[src/verilog/tmc_pkg.sv]
package tmc_pkg;

  // --------------------------------------------------------------
  // Sizes
  // --------------------------------------------------------------
  localparam int unsigned TMC_NCH = 2;
  localparam int unsigned TMC_AW = 8;
  localparam int unsigned TMC_DW = 32;
  localparam int unsigned TMC_PRE_W = 7;

  // --------------------------------------------------------------
  // Register byte addresses
  // --------------------------------------------------------------
  localparam logic [7:0] TMC_OFF_SC = 8'h00;
  localparam logic [7:0] TMC_OFF_CNTH = 8'h04;
  localparam logic [7:0] TMC_OFF_CNTL = 8'h08;
  localparam logic [7:0] TMC_OFF_MODH = 8'h0C;
  localparam logic [7:0] TMC_OFF_MODL = 8'h10;
  localparam logic [7:0] TMC_OFF_STAT = 8'h14;
  localparam logic [7:0] TMC_OFF_MASK = 8'h18;
  localparam logic [7:0] TMC_OFF_PULL = 8'h1C;
  localparam logic [7:0] TMC_OFF_CH_BASE = 8'h20;
  localparam logic [7:0] TMC_OFF_CH_STRIDE = 8'h10;
  localparam logic [7:0] TMC_OFF_CH_CSC = 8'h00;
  localparam logic [7:0] TMC_OFF_CH_VH = 8'h04;
  localparam logic [7:0] TMC_OFF_CH_VL = 8'h08;

  // --------------------------------------------------------------
  // Field layout and reset values
  // --------------------------------------------------------------
  localparam int unsigned TMC_SC_CENTER_ALIGNED_PWM_SELECT = 5;
  localparam int unsigned TMC_SC_CLKS_LSB = 3;
  localparam int unsigned TMC_SC_PS_LSB = 0;
  localparam int unsigned TMC_CSC_MS_LSB = 4;
  localparam int unsigned TMC_CSC_ELS_LSB = 2;
  localparam int unsigned TMC_STAT_OVF = 0;
  localparam int unsigned TMC_STAT_CH_LSB = 1;
  localparam logic [7:0] TMC_SC_WMASK = 8'h3F;
  localparam logic [7:0] TMC_CSC_WMASK = 8'h3C;
  localparam logic [7:0] TMC_SC_RESET = 8'h00;
  localparam logic [7:0] TMC_CSC_RESET = 8'h00;
  localparam logic [15:0] TMC_MOD_RESET = 16'h0000;
  localparam logic [15:0] TMC_CNT_ZERO = 16'h0000;
  localparam logic [15:0] TMC_CNT_ONE = 16'h0001;
  localparam logic [15:0] TMC_CNT_MAX = 16'hFFFF;
  localparam logic [6:0] TMC_PRE_FULL = 7'h7F;

  // --------------------------------------------------------------
  // Encodings
  // --------------------------------------------------------------
  typedef enum logic [1:0] {
    TMC_CLK_OFF = 2'h0,
    TMC_CLK_BUS = 2'h1,
    TMC_CLK_FIXED = 2'h2,
    TMC_CLK_EXT = 2'h3
  } tmc_clk_sel_t;

  localparam logic [1:0] TMC_MS_CAPTURE = 2'h0;
  localparam logic [1:0] TMC_MS_COMPARE = 2'h1;
  localparam logic [1:0] TMC_ELS_NONE = 2'h0;
  localparam logic [1:0] TMC_ELS_TOGGLE = 2'h1;
  localparam logic [1:0] TMC_ELS_CLEAR = 2'h2;
  localparam logic [1:0] TMC_ELS_SET = 2'h3;

  typedef enum logic [2:0] {
    TMC_MOD_IDLE = 3'b001,
    TMC_MOD_WAIT_LOW = 3'b010,
    TMC_MOD_WAIT_HIGH = 3'b100
  } tmc_mod_state_t;

endpackage

[src/verilog/tmc_channel.sv]
`timescale 1ns/1ps
module tmc_channel
(
  input wire logic pclk,
  input wire logic presetn,
  input wire logic [1:0] mode,
  input wire logic [1:0] els,
  input wire logic [15:0] value,
  input wire logic [15:0] next_cnt,
  input wire logic cnt_tick,
  input wire logic ovf_tick,
  input wire logic pin_level,
  input wire logic blocked,
  output logic pin_drive,
  output logic event_hit,
  output logic capture
);
  import tmc_pkg::*;

  typedef struct packed {
    logic out;
    logic prev;
    logic [15:0] cmp;
  } tmc_ch_state_t;

  tmc_ch_state_t st;
  tmc_ch_state_t next_st;
  logic match;
  logic edge_seen;

  // Capture, compare or edge-aligned PWM per channel
  always_comb
  begin
    next_st = st;
    next_st.prev = pin_level;
    event_hit = 1'b0;
    capture = 1'b0;
    // PWM value is buffered and only taken at overflow
    if (!mode[1] || ovf_tick)
    begin
      next_st.cmp = value;
    end
    match = cnt_tick && (next_cnt == st.cmp);
    edge_seen = (els[0] && pin_level && !st.prev)
      || (els[1] && !pin_level && st.prev);
    case (mode)
      TMC_MS_CAPTURE:
      begin
        // A pin lent to the clock input is never sensed
        capture = edge_seen && !blocked;
        event_hit = capture;
      end
      TMC_MS_COMPARE:
      begin
        // Still a software timer without its pin
        event_hit = match;
        if (match)
        begin
          case (els)
            TMC_ELS_TOGGLE: next_st.out = !st.out;
            TMC_ELS_CLEAR: next_st.out = 1'b0;
            TMC_ELS_SET: next_st.out = 1'b1;
            default: next_st.out = st.out;
          endcase
        end
      end
      default:
      begin
        // High-true when the low select bit is clear
        if (ovf_tick)
        begin
          next_st.out = !els[0];
        end
        if (match)
        begin
          next_st.out = els[0];
        end
        event_hit = match;
      end
    endcase
  end

  always_ff @(posedge pclk or negedge presetn)
  begin
    if (!presetn)
    begin
      st <= '0;
    end
    else
    begin
      st <= next_st;
    end
  end

  assign pin_drive = st.out;

endmodule

[src/verilog/tmc_sync3.sv]
`timescale 1ns/1ps
module tmc_sync3
(
  input wire logic pclk,
  input wire logic presetn,
  input wire logic d,
  output logic q
);
  import tmc_pkg::*;

  typedef struct packed {
    logic s1;
    logic s2;
    logic s3;
    logic q;
  } tmc_sync_state_t;

  tmc_sync_state_t st;
  tmc_sync_state_t next_st;

  // Accept a new level only when the last two stages agree
  always_comb
  begin
    next_st = st;
    next_st.s1 = d;
    next_st.s2 = st.s1;
    next_st.s3 = st.s2;
    if (st.s2 == st.s3)
    begin
      next_st.q = st.s3;
    end
  end

  always_ff @(posedge pclk or negedge presetn)
  begin
    if (!presetn)
    begin
      st <= '0;
    end
    else
    begin
      st <= next_st;
    end
  end

  assign q = st.q;
endmodule

[src/verilog/tmc_timer_core.sv]
`timescale 1ns/1ps
// ----------------------------------------------------------------
// Overview of operation
// Select 1:1 clocks counter from external pin
// External clock synchronised to bus clock
// External clock below half bus rate
// External clock kept at quarter bus rate
// Clock-input channel releases pin, compare still works
// Software sets clock-input channel selects to zero
// No pin function returns pin to GPIO
// Timer-owned pin ignores port data, direction
// Reset: timer off, pins inputs, no pullups
// Pullup allowed on timer input pins
// Channels: capture, compare or buffered PWM
// Status, counter, modulo and channel registers
// Debug mode freezes counter and read latches
// At modulo: wrap to zero or count down
// Overflow flag set on reaching modulo
// Half-written modulo suppresses overflow flag
// Reset modulo zero means free-running counter
// Software rewrites modulo soon after overflow
// High-byte read latches coherent low byte
// ----------------------------------------------------------------
module tmc_timer_core
(
  input wire logic pclk,
  input wire logic presetn,
  input wire logic [tmc_pkg::TMC_AW-1:0] paddr,
  input wire logic psel,
  input wire logic penable,
  input wire logic pwrite,
  input wire logic [tmc_pkg::TMC_DW-1:0] pwdata,
  output logic pready,
  output logic [tmc_pkg::TMC_DW-1:0] prdata,
  output logic pslverr,
  output logic irq,
  input wire logic fixed_tick,
  input wire logic bdm_active,
  input wire logic [tmc_pkg::TMC_NCH-1:0] channel_pin_in,
  output logic [tmc_pkg::TMC_NCH-1:0] channel_pin_out,
  output logic [tmc_pkg::TMC_NCH-1:0] channel_pin_oe,
  output logic [tmc_pkg::TMC_NCH-1:0] channel_pullup_en,
  input wire logic [tmc_pkg::TMC_NCH-1:0] gpio_data,
  input wire logic [tmc_pkg::TMC_NCH-1:0] gpio_dir
);
  import tmc_pkg::*;

  // ----------------------------------------------------------------
  // State
  // ----------------------------------------------------------------
  typedef struct packed {
    logic [7:0] sc;
    logic [15:0] cnt;
    logic cnt_down;
    logic [TMC_PRE_W-1:0] pre;
    logic [7:0] cnt_lat;
    logic lat_valid;
    logic [15:0] modv;
    tmc_mod_state_t mod_st;
    logic [TMC_NCH:0] stat;
    logic [TMC_NCH:0] mask;
    logic [TMC_NCH-1:0] pull;
    logic [TMC_NCH-1:0][7:0] csc;
    logic [TMC_NCH-1:0][15:0] cval;
    logic ext_prev;
    logic pready;
    logic [TMC_DW-1:0] prdata;
    logic pslverr;
    logic irq;
    logic [TMC_NCH-1:0] pin_out;
    logic [TMC_NCH-1:0] pin_oe;
    logic [TMC_NCH-1:0] pull_en;
  } tmc_core_state_t;

  tmc_core_state_t st;
  tmc_core_state_t next_st;

  logic [TMC_NCH-1:0] pin_sync;
  logic [TMC_NCH-1:0] ch_drive;
  logic [TMC_NCH-1:0] ch_event;
  logic [TMC_NCH-1:0] ch_capture;
  logic [TMC_NCH-1:0] owns;
  logic [15:0] cnt_after;
  logic [TMC_DW-1:0] rd_word;
  logic src_tick;
  logic cnt_tick;
  logic at_top;
  logic ovf_tick;
  logic ext_rise;
  logic ext_sel;
  logic setup;
  logic wr_acc;
  logic [2:0] ps;
  logic [1:0] clks;
  logic [TMC_PRE_W-1:0] pmask;

  // ----------------------------------------------------------------
  // Decoding helpers
  // ----------------------------------------------------------------
  function automatic logic [7:0] ch_addr(input int n, input logic [7:0] o);
    ch_addr = 8'(TMC_OFF_CH_BASE + TMC_OFF_CH_STRIDE * n + o);
  endfunction

  function automatic logic reg_hit(input logic [7:0] a);
    reg_hit = (a == TMC_OFF_SC) || (a == TMC_OFF_CNTH)
      || (a == TMC_OFF_CNTL) || (a == TMC_OFF_MODH)
      || (a == TMC_OFF_MODL) || (a == TMC_OFF_STAT)
      || (a == TMC_OFF_MASK) || (a == TMC_OFF_PULL);
    for (int n = 0; n < TMC_NCH; n++)
    begin
      reg_hit = reg_hit || (a == ch_addr(n, TMC_OFF_CH_CSC))
        || (a == ch_addr(n, TMC_OFF_CH_VH))
        || (a == ch_addr(n, TMC_OFF_CH_VL));
    end
  endfunction

  // ----------------------------------------------------------------
  // Pin synchronisers and channels
  // ----------------------------------------------------------------
  genvar g;
  generate
    for (g = 0; g < TMC_NCH; g++)
    begin : g_ch
      tmc_sync3 u_sync (
        .pclk(pclk),
        .presetn(presetn),
        .d(channel_pin_in[g]),
        .q(pin_sync[g])
      );
      tmc_channel u_ch (
        .pclk(pclk),
        .presetn(presetn),
        .mode(st.csc[g][TMC_CSC_MS_LSB +: 2]),
        .els(st.csc[g][TMC_CSC_ELS_LSB +: 2]),
        .value(st.cval[g]),
        .next_cnt(cnt_after),
        .cnt_tick(cnt_tick),
        .ovf_tick(ovf_tick),
        .pin_level(pin_sync[g]),
        .blocked(g == 0 && ext_sel),
        .pin_drive(ch_drive[g]),
        .event_hit(ch_event[g]),
        .capture(ch_capture[g])
      );
    end
  endgenerate

  // ----------------------------------------------------------------
  // Counter clock source and prescaler
  // ----------------------------------------------------------------
  // Channel 0 pin doubles as the external clock input
  always_comb
  begin
    ps = st.sc[TMC_SC_PS_LSB +: 3];
    clks = st.sc[TMC_SC_CLKS_LSB +: 2];
    ext_sel = (clks == TMC_CLK_EXT);
    ext_rise = pin_sync[0] && !st.ext_prev;
    case (clks)
      TMC_CLK_BUS: src_tick = 1'b1;
      TMC_CLK_FIXED: src_tick = fixed_tick;
      TMC_CLK_EXT: src_tick = ext_rise;
      default: src_tick = 1'b0; // Off after reset
    endcase
    pmask = TMC_PRE_FULL >> (3'h7 - ps);
    // Debug mode stops the count entirely
    cnt_tick = src_tick && !bdm_active && ((st.pre & pmask) == pmask);
    // Zero modulo means wrap at the full 16-bit range
    at_top = (st.modv == TMC_MOD_RESET) ? (st.cnt == TMC_CNT_MAX)
      : (st.cnt == st.modv);
    ovf_tick = cnt_tick && at_top && !st.cnt_down;
    if (!st.cnt_down)
    begin
      cnt_after = at_top ? TMC_CNT_ZERO : 16'(st.cnt + TMC_CNT_ONE);
    end
    else
    begin
      cnt_after = 16'(st.cnt - TMC_CNT_ONE);
    end
    // Up-down mode with a nonzero modulo turns round instead of wrapping
    if (ovf_tick && st.sc[TMC_SC_CENTER_ALIGNED_PWM_SELECT] && st.modv != TMC_MOD_RESET)
    begin
      cnt_after = 16'(st.cnt - TMC_CNT_ONE);
    end
  end

  // ----------------------------------------------------------------
  // Pin ownership
  // ----------------------------------------------------------------
  always_comb
  begin
    for (int n = 0; n < TMC_NCH; n++)
    begin
      // No edge/level select means no pin function
      owns[n] = (st.csc[n][TMC_CSC_ELS_LSB +: 2] != TMC_ELS_NONE)
        && !(n == 0 && ext_sel);
    end
  end

  // ----------------------------------------------------------------
  // Read data mux
  // ----------------------------------------------------------------
  always_comb
  begin
    rd_word = '0;
    case (paddr)
      TMC_OFF_SC: rd_word[7:0] = st.sc;
      TMC_OFF_CNTH: rd_word[7:0] = st.cnt[15:8];
      TMC_OFF_CNTL: rd_word[7:0] = st.lat_valid ? st.cnt_lat
        : st.cnt[7:0];
      TMC_OFF_MODH: rd_word[7:0] = st.modv[15:8];
      TMC_OFF_MODL: rd_word[7:0] = st.modv[7:0];
      TMC_OFF_STAT: rd_word[TMC_NCH:0] = st.stat;
      TMC_OFF_MASK: rd_word[TMC_NCH:0] = st.mask;
      TMC_OFF_PULL: rd_word[TMC_NCH-1:0] = st.pull;
      default: rd_word = '0;
    endcase
    for (int n = 0; n < TMC_NCH; n++)
    begin
      if (paddr == ch_addr(n, TMC_OFF_CH_CSC))
        rd_word[7:0] = st.csc[n];
      if (paddr == ch_addr(n, TMC_OFF_CH_VH))
        rd_word[7:0] = st.cval[n][15:8];
      if (paddr == ch_addr(n, TMC_OFF_CH_VL))
        rd_word[7:0] = st.cval[n][7:0];
    end
  end

  // ----------------------------------------------------------------
  // Next state
  // ----------------------------------------------------------------
  // Order matters: writes, then read clears, then event sets
  always_comb
  begin
    next_st = st;
    setup = psel && !penable;
    wr_acc = psel && penable && st.pready && pwrite;
    next_st.ext_prev = pin_sync[0];
    if (src_tick && !bdm_active)
    begin
      next_st.pre = TMC_PRE_W'(st.pre + 1'b1);
    end
    if (cnt_tick)
    begin
      next_st.cnt = cnt_after;
      if (ovf_tick && st.sc[TMC_SC_CENTER_ALIGNED_PWM_SELECT] && st.modv != TMC_MOD_RESET)
      begin
        next_st.cnt_down = 1'b1;
      end
      else if (st.cnt_down && st.cnt == TMC_CNT_ONE)
      begin
        next_st.cnt_down = 1'b0;
      end
    end
    // Zero-wait slave: answer raised for the access phase
    next_st.pready = setup;
    next_st.pslverr = setup && !reg_hit(paddr);
    if (wr_acc)
    begin
      case (paddr)
        TMC_OFF_SC: next_st.sc = pwdata[7:0] & TMC_SC_WMASK;
        TMC_OFF_CNTH, TMC_OFF_CNTL:
        begin
          // Any counter write restarts count and prescaler
          next_st.cnt = TMC_CNT_ZERO;
          next_st.pre = '0;
          next_st.cnt_down = 1'b0;
          next_st.lat_valid = 1'b0;
        end
        TMC_OFF_MODH:
        begin
          next_st.modv[15:8] = pwdata[7:0];
          next_st.mod_st = (st.mod_st == TMC_MOD_WAIT_HIGH)
            ? TMC_MOD_IDLE : TMC_MOD_WAIT_LOW;
        end
        TMC_OFF_MODL:
        begin
          next_st.modv[7:0] = pwdata[7:0];
          next_st.mod_st = (st.mod_st == TMC_MOD_WAIT_LOW)
            ? TMC_MOD_IDLE : TMC_MOD_WAIT_HIGH;
        end
        TMC_OFF_MASK: next_st.mask = pwdata[TMC_NCH:0];
        TMC_OFF_PULL: next_st.pull = pwdata[TMC_NCH-1:0];
        default: next_st.sc = st.sc;
      endcase
      for (int n = 0; n < TMC_NCH; n++)
      begin
        if (paddr == ch_addr(n, TMC_OFF_CH_CSC))
          next_st.csc[n] = pwdata[7:0] & TMC_CSC_WMASK;
        if (paddr == ch_addr(n, TMC_OFF_CH_VH))
          next_st.cval[n][15:8] = pwdata[7:0];
        if (paddr == ch_addr(n, TMC_OFF_CH_VL))
          next_st.cval[n][7:0] = pwdata[7:0];
      end
    end
    if (setup && !pwrite)
    begin
      next_st.prdata = rd_word;
      if (paddr == TMC_OFF_STAT)
        next_st.stat = '0;
      // Latches hold still while debug mode is active
      if (paddr == TMC_OFF_CNTH && !bdm_active)
      begin
        next_st.cnt_lat = st.cnt[7:0];
        next_st.lat_valid = 1'b1;
      end
      if (paddr == TMC_OFF_CNTL && !bdm_active)
        next_st.lat_valid = 1'b0;
    end
    // Flag sets win over a same-cycle read clear
    if (ovf_tick && st.mod_st == TMC_MOD_IDLE)
      next_st.stat[TMC_STAT_OVF] = 1'b1;
    for (int n = 0; n < TMC_NCH; n++)
    begin
      if (ch_event[n])
        next_st.stat[TMC_STAT_CH_LSB + n] = 1'b1;
      if (ch_capture[n])
        next_st.cval[n] = st.cnt;
      // Port controls only steer pins the timer does not own
      next_st.pin_oe[n] = owns[n]
        ? (st.csc[n][TMC_CSC_MS_LSB +: 2] != TMC_MS_CAPTURE)
        : gpio_dir[n];
      next_st.pin_out[n] = owns[n] ? ch_drive[n] : gpio_data[n];
      next_st.pull_en[n] = owns[n] && st.pull[n]
        && (st.csc[n][TMC_CSC_MS_LSB +: 2] == TMC_MS_CAPTURE);
    end
    next_st.irq = |(next_st.stat & next_st.mask);
  end

  // Everything clears to the disabled, all-input state
  always_ff @(posedge pclk or negedge presetn)
  begin
    if (!presetn)
    begin
      st <= '0;
      st.mod_st <= TMC_MOD_IDLE;
      st.modv <= TMC_MOD_RESET;
      st.sc <= TMC_SC_RESET;
    end
    else
    begin
      st <= next_st;
    end
  end

  assign pready = st.pready;
  assign prdata = st.prdata;
  assign pslverr = st.pslverr;
  assign irq = st.irq;
  assign channel_pin_out = st.pin_out;
  assign channel_pin_oe = st.pin_oe;
  assign channel_pullup_en = st.pull_en;
endmodule
[config.mk]
export PLATFORM = sky130hd
export DESIGN_NAME = tmc_timer_core
export DESIGN_NICKNAME = d
export VERILOG_FILES = /design/src/verilog/tmc_pkg.sv /design/src/verilog/tmc_channel.sv /design/src/verilog/tmc_sync3.sv /design/src/verilog/tmc_timer_core.sv
export SDC_FILE = /design/constraint.sdc
export NUM_CORES = 1
export LEC_CHECK = 0
export BUFFER_PORTS_ARGS = -buffer_cell sky130_fd_sc_hd__buf_4
export CORE_AREA = 2 2 142 144
export DETAILED_ROUTE_END_ITERATION = 10
export DIE_AREA = 0 0 144 146
export PLACE_DENSITY_LB_ADDON = 0.08
export SETUP_SLACK_MARGIN = 0.15
export SYNTH_ARGS = -nofsm -noshare
export SYNTH_HDL_FRONTEND = slang
export SYNTH_SLANG_ARGS = --single-unit
[constraint.sdc]
create_clock -name pclk -period 10.96 [get_ports pclk]
set_input_delay 1.644 -clock pclk [delete_from_list [all_inputs] [get_ports pclk]]
set_output_delay 1.644 -clock pclk [all_outputs]
set_load 0.01 [all_outputs]
Word-level counts from Yosys, hierarchy flattened
Cells that the tools add are included.
- register bits: 167
- add/sub/neg operators: 4
- equality and inequality tests: 39
- shift-type cells: 1
- mux-type cells: 65
- bitwise logic cells: 4
- reductions and logical operators: 100
- operators with widths (operator ; number):
    2-to-1 mux 8 bit ; 13
    2-to-1 mux 16 bit ; 5
    2-to-1 mux 53 bit ; 1
    == test 16 bit ; 3
    == test 8 x 6 -> 1 bit (second input constant) ; 6
    2-to-1 mux 24 bit ; 2
    logical AND 1 bit ; 33
    == test 8 x 5 -> 1 bit (second input constant) ; 4
    nonzero test 2 bit ; 13
    case mux 5 bit (5 select lines) ; 1
    2-to-1 mux 1 bit ; 24
    AND reduction 2 bit ; 12
    2-to-1 mux 20 bit ; 1
    logical OR 1 bit ; 17
    2-to-1 mux 17 bit ; 1
    adder 16 x 1 -> 16 bit (second input constant) ; 1
    == test 16 x 1 -> 1 bit (second input constant) ; 1
    == test 16 bit (second input constant) ; 1
    == test 8 x 4 -> 1 bit (second input constant) ; 2
    zero test 1 bit ; 16
    zero test 16 bit ; 1
    case mux 2 bit (8 select lines) ; 1
    nonzero test 16 bit ; 1
    subtractor 16 x 1 -> 16 bit (second input constant) ; 1
    other kinds (29) ; 52

Logic depth before layout (Yosys ltp)
- word-level depth: 16
- gate-level depth with buffers: 16
- mapped depth without buffers: 14

Modules after synthesis
A second synthesis with hierarchy kept.
- cells, all modules: 950
- area, all modules: 9818.2 sq um
- modules (own cells, without submodules) (module ; instances ; cells an instance ; area each (sq um) ; seq. area each (sq um)):
    tmc_timer_core ; 1 ; 792 ; 7676.1 ; 3104.2
    tmc_channel ; 2 ; 74 ; 959.7 ; 450.4
    tmc_sync3 ; 2 ; 5 ; 111.4 ; 100.1

Least setup slack after synthesis
No wires, ideal clock.
- path kind: input -> register
- start: in fixed_tick
- end: reg g_ch[0].u_ch.st (netlist bit g_ch[0].u_ch.pin_drive)
- library setup time: 0.121 ns
- data arrival time: 4.637 ns
- required time: 10.839 ns
- slack: 6.202 ns
- stages on the path: 12
- path through: a21oi_1 a311oi_2 and3b_1 a31oi_1 or2_0 and3_1 or4_1 a2111o_1 nor4_4 mux2_4 nand3_2 o21ai_2
- longest elaborated chain between the ends: 12
- RTL lines (element ; RTL line ; RTL):
    from (decl) ; tmc_timer_core.sv:37 ; input wire logic fixed_tick,
    case mux 1 bit (3 select lines) * ; tmc_timer_core.sv:158 ; case (clks)
    logical AND 1 bit * (2 in a row) ; tmc_timer_core.sv:166 ; cnt_tick = src_tick && !bdm_active && ((st.pre & pmask) == pmask);
    logical AND 1 bit (2 in a row) ; tmc_timer_core.sv:170 ; ovf_tick = cnt_tick && at_top && !st.cnt_down;
    logical AND 1 bit (2 in a row) ; tmc_timer_core.sv:180 ; if (ovf_tick && st.sc[TMC_SC_CENTER_ALIGNED_PWM_SELECT] && st.modv != TMC_MOD_RESET)
    2-to-1 mux 16 bit ; tmc_timer_core.sv:180 ;
    == test 16 bit ; tmc_channel.sv:43 ; match = cnt_tick && (next_cnt == st.cmp);
    logical AND 1 bit ; tmc_channel.sv:43 ;
    inequality test 2 x 1 -> 1 bit (no source line) (tied with other cells) ; n/a ;
    AND reduction 4 bit (no source line) or case mux 1 bit (2 select lines) (tied branches) ; n/a ;
    to (signal assigned) ; tmc_channel.sv:91 ; st <= next_st;
    to (decl) ; tmc_channel.sv:26 ; tmc_ch_state_t st;
Mark *: on every way between the ends. The rest lies on a longest branch, timed or not.
A chain may end at the register's enable or synchronous reset.

Worst setup path after layout
Ends and elaborated chain as after synthesis.

==> impl_metrics.py <==
metrics = {
    "job": {
        "cap_violations": 0,
    },
    "logic_synthesis": {
        "synth-seq-cells": 167,
        "synth_flop_cell": "dfrtp_1",
        "ys_warn_count": 0,
        "synth-async-reset-ratio_pct": 100,
        "yosysTopAreaCell": "dfrtp_1",
        "avgSynthCellArea_um2": 9.21,
        "synth_cells": 1139,
        "synth-edff-count": 0,
        "yosysSeqAreaShare_pct": 39.9,
        "yosysTopAreaCellShare_pct": 39.6,
        "netlist_area_um2": 10500,
        "ys_types": 75,
        "synth_area_leaders": "dfrtp_1 40%, mux2_2 7.8%, mux2i_1 5.0%",
    },
    "drt": {
        "drtAntennaViolNets": 0,
        "vias": 8960,
        "vias_per_cell": 6.39,
        "wl_um": 32200,
        "post_drt_wl_per_cell_um": 23.0,
        "dr.pass1.iters": 6,
        "drc": 0,
        "drtIter0Drc": 1049,
    },
    "placement": {
        "placed_area_um2": 10700,
        "place.gp.congestion": 0.926,
        "port-buffer-count": 45,
        "place_ws_ns": 5.20,
        "dp_hpwl_um": 22400,
    },
    "global_routing": {
        "grt_pass1_vias": 8381,
        "antenna_found_initial": 0,
        "overflow": 0,
        "grt_pass1_wl_um": 50100,
        "track_usage_pct": 31.6,
        "grt_max_degree": 91,
    },
    "clock_network": {
        "h-tree-depth": 4,
        "cts_made_buffers": 17,
        "cts.reportedPaths.clkPinSlew_ns": 0.08,
        "clk_latency_ns": 0.44,
        "postCtsHoldBufs": 0,
        "cts-resized-gates": 0,
        "clock_tree.buffer_depth": 2,
        "root_buffer": "clkbuf_16",
        "cts_setup_buffers": 0,
        "cts_sinks": 167,
        "cts_tree": "built",
    },
    "sta": {
        "tns_ns": 0,
        "relSlewSlack_pct": 21.8,
        "drv_slew": 0,
        "hold_viol_final": 0,
        "fmax_mhz": 187,
        "rsz0062_at_grt": "false",
        "setup_viol": 0,
        "fin_skew_ns": 0.0155,
        "max_slew.worst_pin.slew_ns": 1.17,
        "layout_min_cycle_time_ns": 5.36,
        "setup_ws_ns": 5.60,
        "timing.final.crit_share_pct": 48.9,
    },
    "hold_path": {
        "min_path_cells": 0,
        "hp-start": "g_ch[1].u_sync.next_st[2]",
        "holdCritPathClass": "reg2reg",
        "holdPathEnd": "g_ch[1].u_sync.next_st[1]",
    },
    "setup_path": {
        "r2r_start": "st[110]",
        "required_ns": 11.29,
        "startpoint_type": "input pin",
        "cp-end-kind": "register",
        "arrival_ns": 5.68,
        "worst_r2r_path_depth": 12,
        "critical_path_class": "in2reg",
        "r2r_end": "irq",
        "crit_fanout": 12,
        "reg2reg_slack_ns": 5.78,
    },
    "die": {
        "die-area_um2": 21000,
        "num_rows": 51,
        "start_util_pct": 54.2,
        "die_height_um": 146,
        "die_w_um": 144,
        "core_area_um2": 19300,
        "pin_count": 94,
    },
    "status": {
        "status": "finished clean",
    },
    "cells_and_area": {
        "design_area_um2": 11400,
        "nets": 1181,
        "syn_to_final_growth_pct": 8.37,
        "fillers": 1746,
        "antenna_cells": 0,
        "drive_above_1_share_pct": 15.6,
    },
    "pwr": {
        "p_leak_nw": 4.68,
        "ir_drop_uv": 101,
        "power_w": 0.00151,
        "p_per_area_nw_per_um2": 133,
    },
}
## report_power, final
group	internal [W]	switching, W	leakage, nW	total, W
clock network	0.000357	0.000295	0.312	0.000652
logic	0.0000690	0.0000948	2.42	0.000164
registers	0.000645	0.0000496	1.95	0.000695
total	0.00107	0.000439	4.68	0.00151
## worst max-delay path: stages
cell	delay, ns
buf_4	0.08
a21oi_1	0.06
a311oi_2	0.74
and3b_1	0.32
a31oi_1	0.35
or2_0	0.39
and3_1	0.19
or4_1	0.53
a2111o_1	0.43
nor4_4	0.46
mux2_4	0.35
nand3_2	0.08
o21ai_2	0.05
## metal layers
| metal | track usage [%] | vias up | share of wire (%) |
|---|---|---|---|
| met1 | 45.0 | 4413 | 44 |
| met3 | 6.19 | 66 | 7.7 |
| met5 | 0 | - | 0 |
| met4 | 11.0 | 0 | 2.7 |
| met2 | 48.2 | 404 | 46 |
| li1 | - | 4077 | - |
## state kept, by name, indices dropped and copies added, names as in the netlist
name / count
channel_pullup_en: 2
channel_pin_out: 2
st: 101
pready: 1
g_ch.u_sync.next_st: 4
g_ch.u_sync.st: 2
irq: 1
channel_pin_oe: 2
prdata: 8
ps: 3
g_ch.u_ch.st: 34
g_ch.u_sync.q: 2
g_ch.u_ch.pin_drive: 2
clks: 2
pslverr: 1
## cell usage after synthesis, drive strengths merged, types with 5 or more instances
cell,number
nand3,41
mux2i,52
or2,5
nand2,106
a22oi,10
a21boi,5
inv,14
a221oi,13
a31oi,5
and3,25
nand4,9
mux2,74
nor4,29
a222oi,6
nand3b,8
a41oi,18
nor2,99
clkbuf,54
o21ai,82
dfrtp,166
buf,57
xnor2,42
nor3,47
a21oi,43
or3,9
a211oi,12
xor2,24
nand2b,16
## per-stage QoR
step / hold WS (ns) / instances / util, %
after global routing: 0.371 / 1402 / 58.8
after CTS: 0.362 / 1402 / 58.8
after global placement: 0.340 / 1370 / 55.5
final: 0.359 / 1402 / 58.8
after detailed placement: 0.344 / 1370 / 55.5
after floorplan: 0.331 / 1162 / -
## how the worst max path moves through the flow
stage	slack (ns)	from	cells past startpoint	to
after floorplan	6.20	fixed_tick	12	g_ch[0].u_ch.pin_drive
after global placement	5.30	fixed_tick	13	g_ch[0].u_ch.pin_drive
after CTS	5.67	fixed_tick	13	g_ch[0].u_ch.pin_drive
after global routing	5.38	fixed_tick	13	g_ch[0].u_ch.pin_drive
after detailed placement	5.20	fixed_tick	13	g_ch[0].u_ch.pin_drive
final	5.60	fixed_tick	13	g_ch[0].u_ch.pin_drive
## cells by family after synthesis
kind of cell	count (synthesis)	share of synthesized area, %
muxes	126	12.9
and+or+nand+nor	413	19.8
DFF	167	39.9
other	1	0.0358
buffers and inverters	125	6.16
xor gates and xnor gates	66	5.51
adders and majority gates	6	0.668
AOI/OAI and AO/OA	235	15.0
## cell usage in the layout, fill, tap and decap left out, types with 13 or more instances in the layout
cell type  instances
xnor2_1           42
xor2_1            24
inv_1             14
clkbuf_16         17
nor2_1            98
nand2_1          106
mux2i_1           52
dfrtp_1          166
a221oi_1          13
nor3_1            47
nand2b_1          16
a41oi_1           17
nor4_1            24
o21ai_0           80
and3_1            25
a21oi_1           43
mux2_2            73
buf_4             53
conb_1            24
nand3_1           40
## layout make-up
class / instances / area [um^2] / share of cell area [%]
timing repair buffer: 54 / 409 / 3.60
sequential: 167 / 4180 / 36.8
tap: 265 / 332 / 2.92
clock buffer: 18 / 439 / 3.86
inverter: 14 / 52.6 / 0.462
multi-input combinational: 870 / 5750 / 50.6
clock inverter: 14 / 203 / 1.78
No activity file was read; power rests on OpenSTA's default activity.
